$ cat src/smci_map.vh
// constants of the serial mode command interpreter
`ifndef SMCI_MAP_VH
`define SMCI_MAP_VH

// timebase
`define SMCI_MS_NS 1000000
`define SMCI_CLK_NS 100
`define SMCI_WIN_MS 16'h03e8
`define SMCI_BREAK_MS 16'h1770

// buffer geometry
`define SMCI_DEPTH 7'h64
`define SMCI_AW 7

// serial modes
`define SMCI_MODE_PASS 2'h0
`define SMCI_MODE_MAX 2'h2
`define SMCI_BAUD_9600 3'h3

// parameter reset values
`define SMCI_DEF_MODE 2'h0
`define SMCI_DEF_RO 8'h03
`define SMCI_DEF_GT 16'h03e8
`define SMCI_DEF_CC 8'h2b
`define SMCI_DEF_CT 16'h2710
`define SMCI_DEF_BD 3'h3

// characters
`define SMCI_CH_A 8'h41
`define SMCI_CH_T 8'h54
`define SMCI_CH_CR 8'h0d
`define SMCI_CH_COMMA 8'h2c
`define SMCI_CH_LX 8'h78
`define SMCI_CH_UX 8'h58
`define SMCI_CH_O 8'h4f
`define SMCI_CH_K 8'h4b
`define SMCI_CH_E 8'h45
`define SMCI_CH_R 8'h52

// two-letter command codes
`define SMCI_CMD_MODE 16'h4150
`define SMCI_CMD_PKTO 16'h524f
`define SMCI_CMD_GUARD 16'h4754
`define SMCI_CMD_ESC 16'h4343
`define SMCI_CMD_CMTO 16'h4354
`define SMCI_CMD_BAUD 16'h4244
`define SMCI_CMD_EXIT 16'h434e
`define SMCI_CMD_APPLY 16'h4143
`define SMCI_CMD_WRITE 16'h5752
`define SMCI_CMD_RESTORE 16'h5245

// reply kinds
`define SMCI_RSP_OK 2'h0
`define SMCI_RSP_ERR 2'h1
`define SMCI_RSP_HEX 2'h2

`endif

$ cat src/smci_tick.v
// millisecond tick divider
`timescale 1ns/1ns
`default_nettype none
module smci_tick #(
  parameter TICK_CYCLES = 10000
) (
  input wire ref_clk_i,
  input wire reset_i,
  output reg tick_o
);
  // the divider counts in 16 bits; longer ticks are not supported
  localparam [31:0] LAST_W = TICK_CYCLES - 1;
  reg [15:0] cnt;

  always @(posedge ref_clk_i) begin
    if (reset_i) begin
      cnt <= 16'h0000;
      tick_o <= 1'b0;
    end else if (cnt == LAST_W[15:0]) begin
      cnt <= 16'h0000;
      tick_o <= 1'b1;
    end else begin
      cnt <= cnt + 16'h0001;
      tick_o <= 1'b0;
    end
  end
endmodule
`default_nettype wire

$ cat src/smci_mem.v
// serial input buffer storage, registered read
`timescale 1ns/1ns
`default_nettype none
`include "smci_map.vh"
module smci_mem (
  input wire ref_clk_i,
  input wire wr_en_i,
  input wire [`SMCI_AW-1:0] wr_addr_i,
  input wire [7:0] wr_data_i,
  input wire [`SMCI_AW-1:0] rd_addr_i,
  output reg [7:0] rd_data_o
);
  reg [7:0] mem [0:`SMCI_DEPTH-1];

  always @(posedge ref_clk_i) begin
    if (wr_en_i) begin
      mem[wr_addr_i] <= wr_data_i;
    end
    rd_data_o <= mem[rd_addr_i];
  end
endmodule
`default_nettype wire

$ cat src/smci_top.v
// serial mode command interpreter: pass-through buffering and command mode
`timescale 1ns/1ns
`default_nettype none
`include "smci_map.vh"
module smci_top #(
  parameter TICK_CYCLES = `SMCI_MS_NS / `SMCI_CLK_NS
) (
  // clock and reset
  input wire ref_clk_i,
  input wire reset_i,
  // host serial bytes in
  input wire [7:0] rx_data_i,
  input wire rx_valid_i,
  output wire rx_ready_o,
  input wire break_i,
  input wire spi_mode_i,
  // host serial bytes out
  output reg [7:0] tx_data_o,
  output reg tx_valid_o,
  input wire tx_ready_i,
  // radio transmit payload
  output wire [7:0] rf_data_o,
  output wire rf_valid_o,
  output wire rf_last_o,
  input wire rf_ready_i,
  // radio receive payload
  input wire [7:0] rf_rx_data_i,
  input wire rf_rx_valid_i,
  output wire rf_rx_ready_o,
  // framed mode byte stream
  output reg [7:0] frame_data_o,
  output reg frame_valid_o,
  input wire frame_ready_i,
  // status and active configuration
  output reg cmd_mode_o,
  output wire [1:0] serial_mode_o,
  output wire [2:0] baud_rate_o,
  output reg nv_write_o,
  output wire idle_o
);
  localparam P_A = 3'h0, P_T = 3'h1, P_ID1 = 3'h2, P_ID2 = 3'h3, P_PAR = 3'h4, P_RSP = 3'h5;
  localparam F_IDLE = 2'h0, F_RD = 2'h1, F_TX = 2'h2;

  function [4:0] hex_nib;
    input [7:0] c;
    begin
      if (c >= 8'h30 && c <= 8'h39) hex_nib = {1'b1, c[3:0]};
      else if ((c >= 8'h41 && c <= 8'h46) || (c >= 8'h61 && c <= 8'h66))
        hex_nib = {1'b1, c[3:0] + 4'h9};
      else hex_nib = 5'h00;
    end
  endfunction

  function [7:0] nib_char;
    input [3:0] n;
    begin
      nib_char = (n < 4'ha) ? {4'h3, n} : {4'h4, n - 4'h9};
    end
  endfunction

  // reply character and last flag for a given position
  function [8:0] rsp_char;
    input [1:0] kind;
    input [2:0] idx;
    input [15:0] v;
    begin
      rsp_char = {1'b1, `SMCI_CH_CR};
      case (kind)
        `SMCI_RSP_OK: begin
          if (idx == 3'h0) rsp_char = {1'b0, `SMCI_CH_O};
          else if (idx == 3'h1) rsp_char = {1'b0, `SMCI_CH_K};
        end
        `SMCI_RSP_ERR: begin
          if (idx == 3'h0) rsp_char = {1'b0, `SMCI_CH_E};
          else if (idx == 3'h1 || idx == 3'h2 || idx == 3'h4) rsp_char = {1'b0, `SMCI_CH_R};
          else if (idx == 3'h3) rsp_char = {1'b0, `SMCI_CH_O};
        end
        default: begin
          if (idx < 3'h4) rsp_char = {1'b0, nib_char(v[15 - 4 * idx -: 4])};
        end
      endcase
    end
  endfunction

  // ==========================================================================
  // configuration, active and pending
  // ==========================================================================
  reg [1:0] a_mode, p_mode;
  reg [7:0] a_ro, p_ro, a_cc, p_cc;
  reg [15:0] a_gt, p_gt, a_ct, p_ct;
  reg [2:0] a_bd, p_bd;
  reg forced_baud;

  // host on SPI has no pass-through
  wire pass = (a_mode == `SMCI_MODE_PASS) && !spi_mode_i;
  assign serial_mode_o = (spi_mode_i && a_mode == `SMCI_MODE_PASS) ? `SMCI_MODE_MAX : a_mode;
  assign baud_rate_o = forced_baud ? `SMCI_BAUD_9600 : a_bd;

  // ==========================================================================
  // millisecond timers
  // ==========================================================================
  wire tick;
  smci_tick #(.TICK_CYCLES(TICK_CYCLES)) u_tick (
    .ref_clk_i(ref_clk_i),
    .reset_i(reset_i),
    .tick_o(tick)
  );

  reg [2:0] pst;
  reg [1:0] fst;
  reg [`SMCI_AW-1:0] wr_cnt, rd_ptr;
  reg flush_req;
  reg [15:0] silent_ms, esc_ms, brk_ms;
  reg [1:0] esc_cnt;
  reg boot_pend;

  wire rx_take = rx_valid_i && rx_ready_o;
  wire buf_ok = (fst == F_IDLE) && (wr_cnt < `SMCI_DEPTH);
  // stall the host while replying or while the buffer is full or flushing
  assign rx_ready_o = (fst == F_IDLE) &&
                      (cmd_mode_o ? (pst != P_RSP) : pass ? buf_ok : !frame_valid_o);

  wire enter_esc = !cmd_mode_o && !spi_mode_i && esc_cnt == 2'h3 && silent_ms >= a_gt &&
                   fst == F_IDLE;
  wire enter_brk = !cmd_mode_o && (brk_ms >= `SMCI_BREAK_MS || (boot_pend && break_i));
  wire exit_to = cmd_mode_o && pst != P_RSP && silent_ms >= a_ct;

  always @(posedge ref_clk_i) begin
    if (reset_i) begin
      silent_ms <= 16'h0000;
      esc_ms <= 16'h0000;
      esc_cnt <= 2'h0;
      brk_ms <= 16'h0000;
      boot_pend <= 1'b1;
    end else begin
      boot_pend <= 1'b0;
      if (rx_take || enter_esc || enter_brk) begin
        silent_ms <= 16'h0000;
      end else if (tick && silent_ms != 16'hffff) begin
        silent_ms <= silent_ms + 16'h0001;
      end
      if (!break_i || cmd_mode_o) begin
        brk_ms <= 16'h0000;
      end else if (tick && brk_ms != 16'hffff) begin
        brk_ms <= brk_ms + 16'h0001;
      end
      if (tick && esc_ms != 16'hffff) begin
        esc_ms <= esc_ms + 16'h0001;
      end
      // escape chars: first after guard silence, rest inside the window
      if (cmd_mode_o || spi_mode_i || enter_esc) begin
        esc_cnt <= 2'h0;
      end else if (rx_take) begin
        if (rx_data_i == a_cc && esc_cnt != 2'h3 &&
            (esc_cnt == 2'h0 ? silent_ms >= a_gt : esc_ms < `SMCI_WIN_MS)) begin
          esc_cnt <= esc_cnt + 2'h1;
          if (esc_cnt == 2'h0) esc_ms <= 16'h0000;
        end else begin
          esc_cnt <= 2'h0;
        end
      end else if (esc_cnt != 2'h3 && esc_cnt != 2'h0 && esc_ms >= `SMCI_WIN_MS) begin
        esc_cnt <= 2'h0;
      end
    end
  end

  // ==========================================================================
  // pass-through buffer and radio flush
  // ==========================================================================
  wire buf_we = rx_take && pass && !cmd_mode_o;
  smci_mem u_mem (
    .ref_clk_i(ref_clk_i),
    .wr_en_i(buf_we),
    .wr_addr_i(wr_cnt),
    .wr_data_i(rx_data_i),
    .rd_addr_i(rd_ptr),
    .rd_data_o(rf_data_o)
  );

  assign rf_valid_o = (fst == F_TX);
  assign rf_last_o = rf_valid_o && (rd_ptr == wr_cnt - 7'h01);
  wire [`SMCI_AW-1:0] kept = wr_cnt - {5'h00, esc_cnt};

  always @(posedge ref_clk_i) begin
    if (reset_i) begin
      fst <= F_IDLE;
      wr_cnt <= 7'h00;
      rd_ptr <= 7'h00;
      flush_req <= 1'b0;
    end else begin
      if (buf_we) begin
        wr_cnt <= wr_cnt + 7'h01;
      end
      if (enter_esc) begin
        // escape characters sit at the tail; trim them and send the rest
        wr_cnt <= kept;
        if (kept != 7'h00) flush_req <= 1'b1;
      end else if (wr_cnt == `SMCI_DEPTH) begin
        flush_req <= 1'b1;
      end else if (pass && wr_cnt != 7'h00 && esc_cnt == 2'h0 &&
                   silent_ms >= {8'h00, a_ro}) begin
        flush_req <= 1'b1;
      end
      case (fst)
        F_IDLE: begin
          // radio busy keeps the bytes buffered
          // a half-seen escape waits too, so its characters are sent only if it is abandoned
          if (flush_req && rf_ready_i && wr_cnt != 7'h00 && esc_cnt == 2'h0) begin
            fst <= F_RD;
            rd_ptr <= 7'h00;
          end
        end
        F_RD: fst <= F_TX;
        F_TX: begin
          if (rf_ready_i) begin
            if (rf_last_o) begin
              fst <= F_IDLE;
              wr_cnt <= 7'h00;
              flush_req <= 1'b0;
            end else begin
              rd_ptr <= rd_ptr + 7'h01;
              fst <= F_RD;
            end
          end
        end
        default: fst <= F_IDLE;
      endcase
    end
  end

  // ==========================================================================
  // command parser and replies
  // ==========================================================================
  reg [15:0] cid, val, rd_val;
  reg [2:0] ndig, ridx;
  reg [1:0] rkind;
  reg err, exit_after, line_end, is_par, in_range;
  wire [4:0] nib = hex_nib(rx_data_i);
  wire [8:0] rch = rsp_char(rkind, ridx, rd_val);
  wire tx_free = !tx_valid_o || tx_ready_i;
  wire term = rx_data_i == `SMCI_CH_CR || rx_data_i == `SMCI_CH_COMMA;

  assign rf_rx_ready_o = pass && !cmd_mode_o && tx_free;
  assign idle_o = !cmd_mode_o && fst == F_IDLE && wr_cnt == 7'h00 && !tx_valid_o;

  // stored value and range check of the addressed parameter
  always @* begin
    is_par = 1'b1;
    in_range = 1'b1;
    case (cid)
      `SMCI_CMD_MODE: begin
        rd_val = {14'h0000, p_mode};
        in_range = val <= {14'h0000, `SMCI_MODE_MAX};
      end
      `SMCI_CMD_PKTO: begin
        rd_val = {8'h00, p_ro};
        in_range = val[15:8] == 8'h00;
      end
      `SMCI_CMD_GUARD: rd_val = p_gt;
      `SMCI_CMD_ESC: begin
        rd_val = {8'h00, p_cc};
        in_range = val[15:8] == 8'h00;
      end
      `SMCI_CMD_CMTO: rd_val = p_ct;
      `SMCI_CMD_BAUD: begin
        rd_val = {13'h0000, p_bd};
        in_range = val[15:3] == 13'h0000;
      end
      default: begin
        rd_val = val;
        is_par = 1'b0;
      end
    endcase
  end

  always @(posedge ref_clk_i) begin
    if (reset_i) begin
      a_mode <= `SMCI_DEF_MODE;
      p_mode <= `SMCI_DEF_MODE;
      a_ro <= `SMCI_DEF_RO;
      p_ro <= `SMCI_DEF_RO;
      a_gt <= `SMCI_DEF_GT;
      p_gt <= `SMCI_DEF_GT;
      a_cc <= `SMCI_DEF_CC;
      p_cc <= `SMCI_DEF_CC;
      a_ct <= `SMCI_DEF_CT;
      p_ct <= `SMCI_DEF_CT;
      a_bd <= `SMCI_DEF_BD;
      p_bd <= `SMCI_DEF_BD;
      forced_baud <= 1'b0;
      cmd_mode_o <= 1'b0;
      pst <= P_A;
      cid <= 16'h0000;
      val <= 16'h0000;
      ndig <= 3'h0;
      ridx <= 3'h0;
      rkind <= `SMCI_RSP_OK;
      err <= 1'b0;
      exit_after <= 1'b0;
      line_end <= 1'b0;
      nv_write_o <= 1'b0;
      tx_data_o <= 8'h00;
      tx_valid_o <= 1'b0;
      frame_data_o <= 8'h00;
      frame_valid_o <= 1'b0;
    end else begin
      nv_write_o <= 1'b0;
      if (tx_ready_i) tx_valid_o <= 1'b0;
      if (frame_ready_i) frame_valid_o <= 1'b0;
      if (rx_take && !pass && !cmd_mode_o) begin
        frame_data_o <= rx_data_i;
        frame_valid_o <= 1'b1;
      end
      if (rf_rx_valid_i && rf_rx_ready_o) begin
        tx_data_o <= rf_rx_data_i;
        tx_valid_o <= 1'b1;
      end
      if (enter_esc || enter_brk) begin
        cmd_mode_o <= 1'b1;
        forced_baud <= enter_brk;
        pst <= P_RSP;
        rkind <= `SMCI_RSP_OK;
        ridx <= 3'h0;
        exit_after <= 1'b0;
        line_end <= 1'b1;
      end else if (exit_to) begin
        cmd_mode_o <= 1'b0;
        forced_baud <= 1'b0;
        pst <= P_A;
      end else if (cmd_mode_o && pst == P_RSP) begin
        if (tx_free) begin
          tx_data_o <= rch[7:0];
          tx_valid_o <= 1'b1;
          ridx <= ridx + 3'h1;
          if (rch[8]) begin
            pst <= line_end ? P_A : P_ID1;
            if (exit_after) begin
              cmd_mode_o <= 1'b0;
              forced_baud <= 1'b0;
            end
          end
        end
      end else if (cmd_mode_o && rx_take) begin
        case (pst)
          P_A: if (rx_data_i == `SMCI_CH_A) pst <= P_T;
          P_T: pst <= (rx_data_i == `SMCI_CH_T) ? P_ID1 : P_A;
          P_ID1, P_ID2: begin
            val <= 16'h0000;
            ndig <= 3'h0;
            err <= 1'b0;
            cid <= {cid[7:0], rx_data_i};
            pst <= (pst == P_ID1) ? P_ID2 : P_PAR;
            if (term) begin
              rkind <= `SMCI_RSP_ERR;
              ridx <= 3'h0;
              exit_after <= 1'b0;
              line_end <= rx_data_i == `SMCI_CH_CR;
              pst <= P_RSP;
            end
          end
          P_PAR: begin
            if (term) begin
              pst <= P_RSP;
              ridx <= 3'h0;
              line_end <= rx_data_i == `SMCI_CH_CR;
              exit_after <= 1'b0;
              rkind <= `SMCI_RSP_OK;
              if (err || (is_par && ndig != 3'h0 && !in_range)) begin
                rkind <= `SMCI_RSP_ERR;
              end else if (is_par && ndig == 3'h0) begin
                rkind <= `SMCI_RSP_HEX;
              end else begin
                case (cid)
                  `SMCI_CMD_MODE: p_mode <= val[1:0];
                  `SMCI_CMD_PKTO: p_ro <= val[7:0];
                  `SMCI_CMD_GUARD: p_gt <= val;
                  `SMCI_CMD_ESC: p_cc <= val[7:0];
                  `SMCI_CMD_CMTO: p_ct <= val;
                  `SMCI_CMD_BAUD: p_bd <= val[2:0];
                  `SMCI_CMD_EXIT: exit_after <= rx_data_i == `SMCI_CH_CR;
                  `SMCI_CMD_APPLY: a_mode <= p_mode;
                  `SMCI_CMD_WRITE: nv_write_o <= 1'b1;
                  `SMCI_CMD_RESTORE: begin
                    p_mode <= `SMCI_DEF_MODE;
                    p_ro <= `SMCI_DEF_RO;
                    p_gt <= `SMCI_DEF_GT;
                    p_cc <= `SMCI_DEF_CC;
                    p_ct <= `SMCI_DEF_CT;
                    p_bd <= `SMCI_DEF_BD;
                  end
                  default: rkind <= `SMCI_RSP_ERR;
                endcase
              end
            end else if ((rx_data_i == `SMCI_CH_LX || rx_data_i == `SMCI_CH_UX) &&
                         ndig == 3'h1 && val == 16'h0000) begin
              ndig <= 3'h0;
            end else if (nib[4] && ndig < 3'h4) begin
              val <= {val[11:0], nib[3:0]};
              ndig <= ndig + 3'h1;
            end else begin
              err <= 1'b1;
            end
          end
          default: pst <= P_A;
        endcase
      end
      // apply on apply, write or any exit from command mode
      if (exit_to || (pst == P_RSP && tx_free && rch[8] && exit_after) ||
          (pst == P_PAR && rx_take && term && !err &&
           (cid == `SMCI_CMD_APPLY || cid == `SMCI_CMD_WRITE))) begin
        a_mode <= p_mode;
        a_ro <= p_ro;
        a_gt <= p_gt;
        a_cc <= p_cc;
        a_ct <= p_ct;
        a_bd <= p_bd;
      end
    end
  end
endmodule
`default_nettype wire

$ cat config.mk
export PLATFORM = sky130hd
export DESIGN_NAME = smci_top
export DESIGN_NICKNAME = d
export VERILOG_FILES = /design/src/smci_tick.v /design/src/smci_mem.v /design/src/smci_top.v
export VERILOG_INCLUDE_DIRS = /design/src /design/src/src
export SDC_FILE = /design/constraint.sdc
export NUM_CORES = 1
export LEC_CHECK = 0
export BUFFER_PORTS_ARGS = -buffer_cell sky130_fd_sc_hd__buf_2
export CAP_MARGIN = 15
export CORE_UTILIZATION = 67
export DETAILED_ROUTE_END_ITERATION = 6
export PLACE_DENSITY = 0.87
export SYNTH_ARGS = -nofsm -noshare
export SYNTH_HDL_FRONTEND = slang
export SYNTH_HIERARCHICAL = 1
export SYNTH_SLANG_ARGS = --single-unit
$ cat constraint.sdc
create_clock -name ref_clk_i -period 9.92 [get_ports ref_clk_i]
set_clock_uncertainty 0.1 [all_clocks]
set_input_delay 2.976 -clock ref_clk_i [delete_from_list [all_inputs] [get_ports ref_clk_i]]
set_output_delay 2.976 -clock ref_clk_i [all_outputs]
set_load 0.005 [all_outputs]
==> results.txt <==
- The run finished, with violations left.
- Violated checks: DRC
- # setup viols final: 0
- CP required: a little under 7 ns
- After layout, the minimum clock period comes to ~7 ns.
* Slack of the worst reg-to-reg path: approximately 4.4 ns
- Post-Syn Instances: about 3,200
- In this run the critical register-to-register path is captured at u_mem/rd_data_o[7].
- Post-synth top cells: sky130_fd_sc_hd__edfxtp_1 (800), sky130_fd_sc_hd__nor2_1 (299), sky130_fd_sc_hd__nand2_1 (277), sky130_fd_sc_hd__dfxtp_1 (266), sky130_fd_sc_hd__mux4_2 (175)
* Clock Pin Slew Worst Setup and Hold Paths: 0.06 ns
- In this run the critical register-to-register path is launched from rd_ptr[0].
- DRT Pass-1 Iters: 7
- The net count of the finished layout is between 3,000 and 4,000.
- Post-CTS repair changed the size of 0 cells.
* GRT Residual Overflow: 0
- The cell family contributing the most delay on the critical path is compound AO/OA/AOI/OAI gates.
- On the critical path, the stage with the largest delay is an instance of sky130_fd_sc_hd__nor3_1.
* Wire per inst: a little over 30 µm
- Final WL: about 130,000 µm
* Input/output buffers: between 60 and 70
- Core area: 67,000 µm²
- Initial antenna violation count: 3
* Synth Warn #: 6
* Portion of synthesized cell area occupied by the leading cell type: 0.530
* Root buffer selected by CTS: sky130_fd_sc_hd__clkbuf_16
- The critical path contains buffers and inverters numbering 2 combined.
- The number of nets handed over by synthesis was around 3,200.
- Maximum operating frequency: 143 MHz
- For this run, the total global-route usage over all layers was measured as 0.370.
- Setup repair after global routing left no endpoint under its margin.
* Via/cell ratio: 7.26
* Number of design-rule violations left by the first detailed-router iteration: approximately 4,500
- The H-tree was split into 3 levels.
- Sorting the synthesized cells by area gives the leading types as sky130_fd_sc_hd__edfxtp_1 (53%), sky130_fd_sc_hd__dfxtp_1 (12%), sky130_fd_sc_hd__mux4_2 (8.7%).
- Kind of capture point of the worst setup path: primary output
- Averaged over all synthesized cells, the footprint is 14.4 µm².
- Number of cells traversed by the worst register-to-register path: 9
- In this run, distinct cell masters in the synthesized netlist total between 100 and 150.
* I/O pins: 63
* Wire length of the first global-routing pass: around 190,000 µm
- Slew Limit Headroom: 0.0338
* Leak pwr: 16.2 nW
- Area growth, synth to finish: 9.05%
- Post-route antenna net violation count: 0
- Number of synthesized register bits: ~1,100
- For the worst setup path, the data arrival time is roughly 3.9 ns.
- Total number of vias: about 30,000
* Fraction of registers with async set or reset after synthesis: 0
* Library cell appearing most often on the critical path: sky130_fd_sc_hd__buf_2
- The largest single stage delay on the critical path is about 0.29 ns.
- Worst setup path class: in2out
- Summed over all nets, the half-perimeter wirelength after detailed placement is around 74,000 µm.
- Top FF cell, synth: sky130_fd_sc_hd__edfxtp_1
- Global routing usage on met3: 0.0687
* Destination of the critical timing path: rx_ready_o
* Placer's final routability congestion estimate: 0.923
- The via count of the first global-routing pass was 29,600.
- Final Hold Viols: 0
* Crit Path Max Fanout: 5
- Post-route standard cell area excluding fillers: 49,400 µm²
* P per Cell Area: ~180 nW/µm²
- TritonCTS clock tree: built
- Number of flops mapped to enable cells by yosys: 800
- The critical path crosses 5 cells after its start point.
- For this run, the register share of the synthesized area comes to 0.647.
* Post-placement cell area: about 46,000 µm²
- The floorplan has 95 rows.
- Leading cell type by number of instances after synthesis: sky130_fd_sc_hd__edfxtp_1
- The signal on the critical path passes through buf_2 -> nor3_1 -> a211oi_1 -> o21a_1 -> buf_2.
* Die Ht: ~260 µm
- Setup repair bufs after CTS: 0
* Ratio of cells with drive above 1 in the final layout: 0.152
- Across the run, the number of max-cap violations was 0.
- Clock tree synthesis found a total of around 1,100 sinks.
- Clock network latency to the later pin of the worst-skew pair: about 0.67 ns
* Hold path start: a_ro[5]
- For this run, design rule violations remaining after detail routing come to 1.
- Cell area after synthesis: about 45,000 µm²
* Global-route met1 utilization: 0.467
- Entering global routing, the biggest net connects 100 pins.
- Start point of the critical path: spi_mode_i
- Part of the cycle the worst path needs: 0.703
- CTS buffer count: roughly 100
* Peak VDD IR: 152 µV
* Die X: roughly 260 µm
- Setup total negative slack on the finished layout was measured at 0 ns.
- The die covers slightly below 70,000 µm².
- Met2 capacity usage during global routing: 0.604
- Gr busiest metal: met2
- Effective utilization at floorplan: 0.676
* Yosys top cell by area: sky130_fd_sc_hd__edfxtp_1
* Max Slew Vio Count: 0
* Longest Clk Path Bufs: 3
* Hold/Removal Path Class: reg2reg
* Number of hold-repair buffers added at the cts stage: 0
* Kind of start point of the critical path: input pin
- Across all hold checks on the routed design, the worst slack comes to 0.351 ns.
- For the pin with the worst max-slew slack, the measured transition is ~1.4 ns.
-- per-layer routing --
metal	vias up	wire (µm)
met5	-	12
met4	2	8500
met3	556	14900
met2	2707	60800
met1	14700	42500
li1	12100	-
-- worst min-delay path by stage --
stage / cells after the start / slack (ns) / to
finish: 2 / 0.35 / a_ro[5]
global route: 2 / 0.37 / a_gt[14]
CTS: 2 / 0.35 / a_ro[5]
detailed placement: 2 / 0.34 / a_ro[5]
global placement: 2 / 0.34 / a_bd[2]
floorplan: 2 / 0.33 / a_bd[2]
-- kinds of logic after synthesis --
logic type | count (synthesis) | share of synthesized area
flops | 1066 | 0.647
simple gates | 954 | 0.101
compound gates | 428 | 0.0640
mux | 309 | 0.124
buf+inv | 245 | 0.0281
xor+xnor | 85 | 0.0164
fa+ha+maj | 67 | 0.0187
-- flip-flops by register name, indices dropped and copies added (netlist names), 16 cells and up --
register and flops:
p_ct 16, a_gt 16, esc_ms 16, cid 16, u_mem/mem 800, brk_ms 16, p_gt 16, u_tick/cnt 16
silent_ms 16, val 16, a_ct 16
-- worst register-to-register path, delay by kind of cell (launching register included) --
family,cells,cell delay (ns)
buffers and inverters,3,2.23
DFF,1,0.52
AOI/OAI and AO/OA,5,2.35
muxes,1,0.29
-- report_power, final --
group | switching (W) | internal, W
clock network | 0.00174 | 0.00217
logic | 0.000142 | 0.0000415
registers | 0.0000115 | 0.00480
-- per-stage QoR --
| step | utilization | worst slack [ns] | std cells | total power [W] |
|---|---|---|---|---|
| finish | 0.738 | 2.95 | 4143 | 0.00890 |
| global placement | 0.687 | 2.98 | 3950 | 0.00507 |
| detailed placement | 0.687 | 3.00 | 3950 | 0.00508 |
| global route | 0.738 | 2.91 | 4143 | 0.00908 |
| CTS | 0.737 | 2.99 | 4139 | 0.00890 |
| floorplan | - | 3.28 | 3154 | 0.00497 |
-- placed cells by master, fill, tap and decap left out, drive strengths merged, types with 11 or more instances in the layout --
cell,netlist,final
nor3,54,54
inv,75,77
o21ai,46,46
mux2,17,17
nor4,18,18
dfxtp,266,266
mux2i,96,96
nand3,98,98
a221oi,11,11
a31oi,15,15
nor2,311,311
buf,79,94
nor2b,26,26
mux4,196,196
edfxtp,800,800
a22oi,41,41
and3,16,16
and2,19,19
nand4,37,37
a211oi,23,23
clkinv,2,48
nand2,277,277
clkbuf,89,125
xor2,40,40
ha,66,66
nand2b,20,20
a21o,18,18
and4,14,14
a21oi,151,151
o211ai,37,37
xnor2,45,45
-- cell type report --
class / count / area (µm²)
well taps: 873 / 1090
diodes: 1 / 2.50
flip-flops and latches: 1066 / 29400
clock buffers: 125 / 2720
clock inverters: 64 / 613
fillers: 3734 / 17600
inverters: 77 / 289
multi-input cells: 1843 / 14700
repair buffers: 94 / 618
No activity file was read; power rests on OpenSTA's default activity.
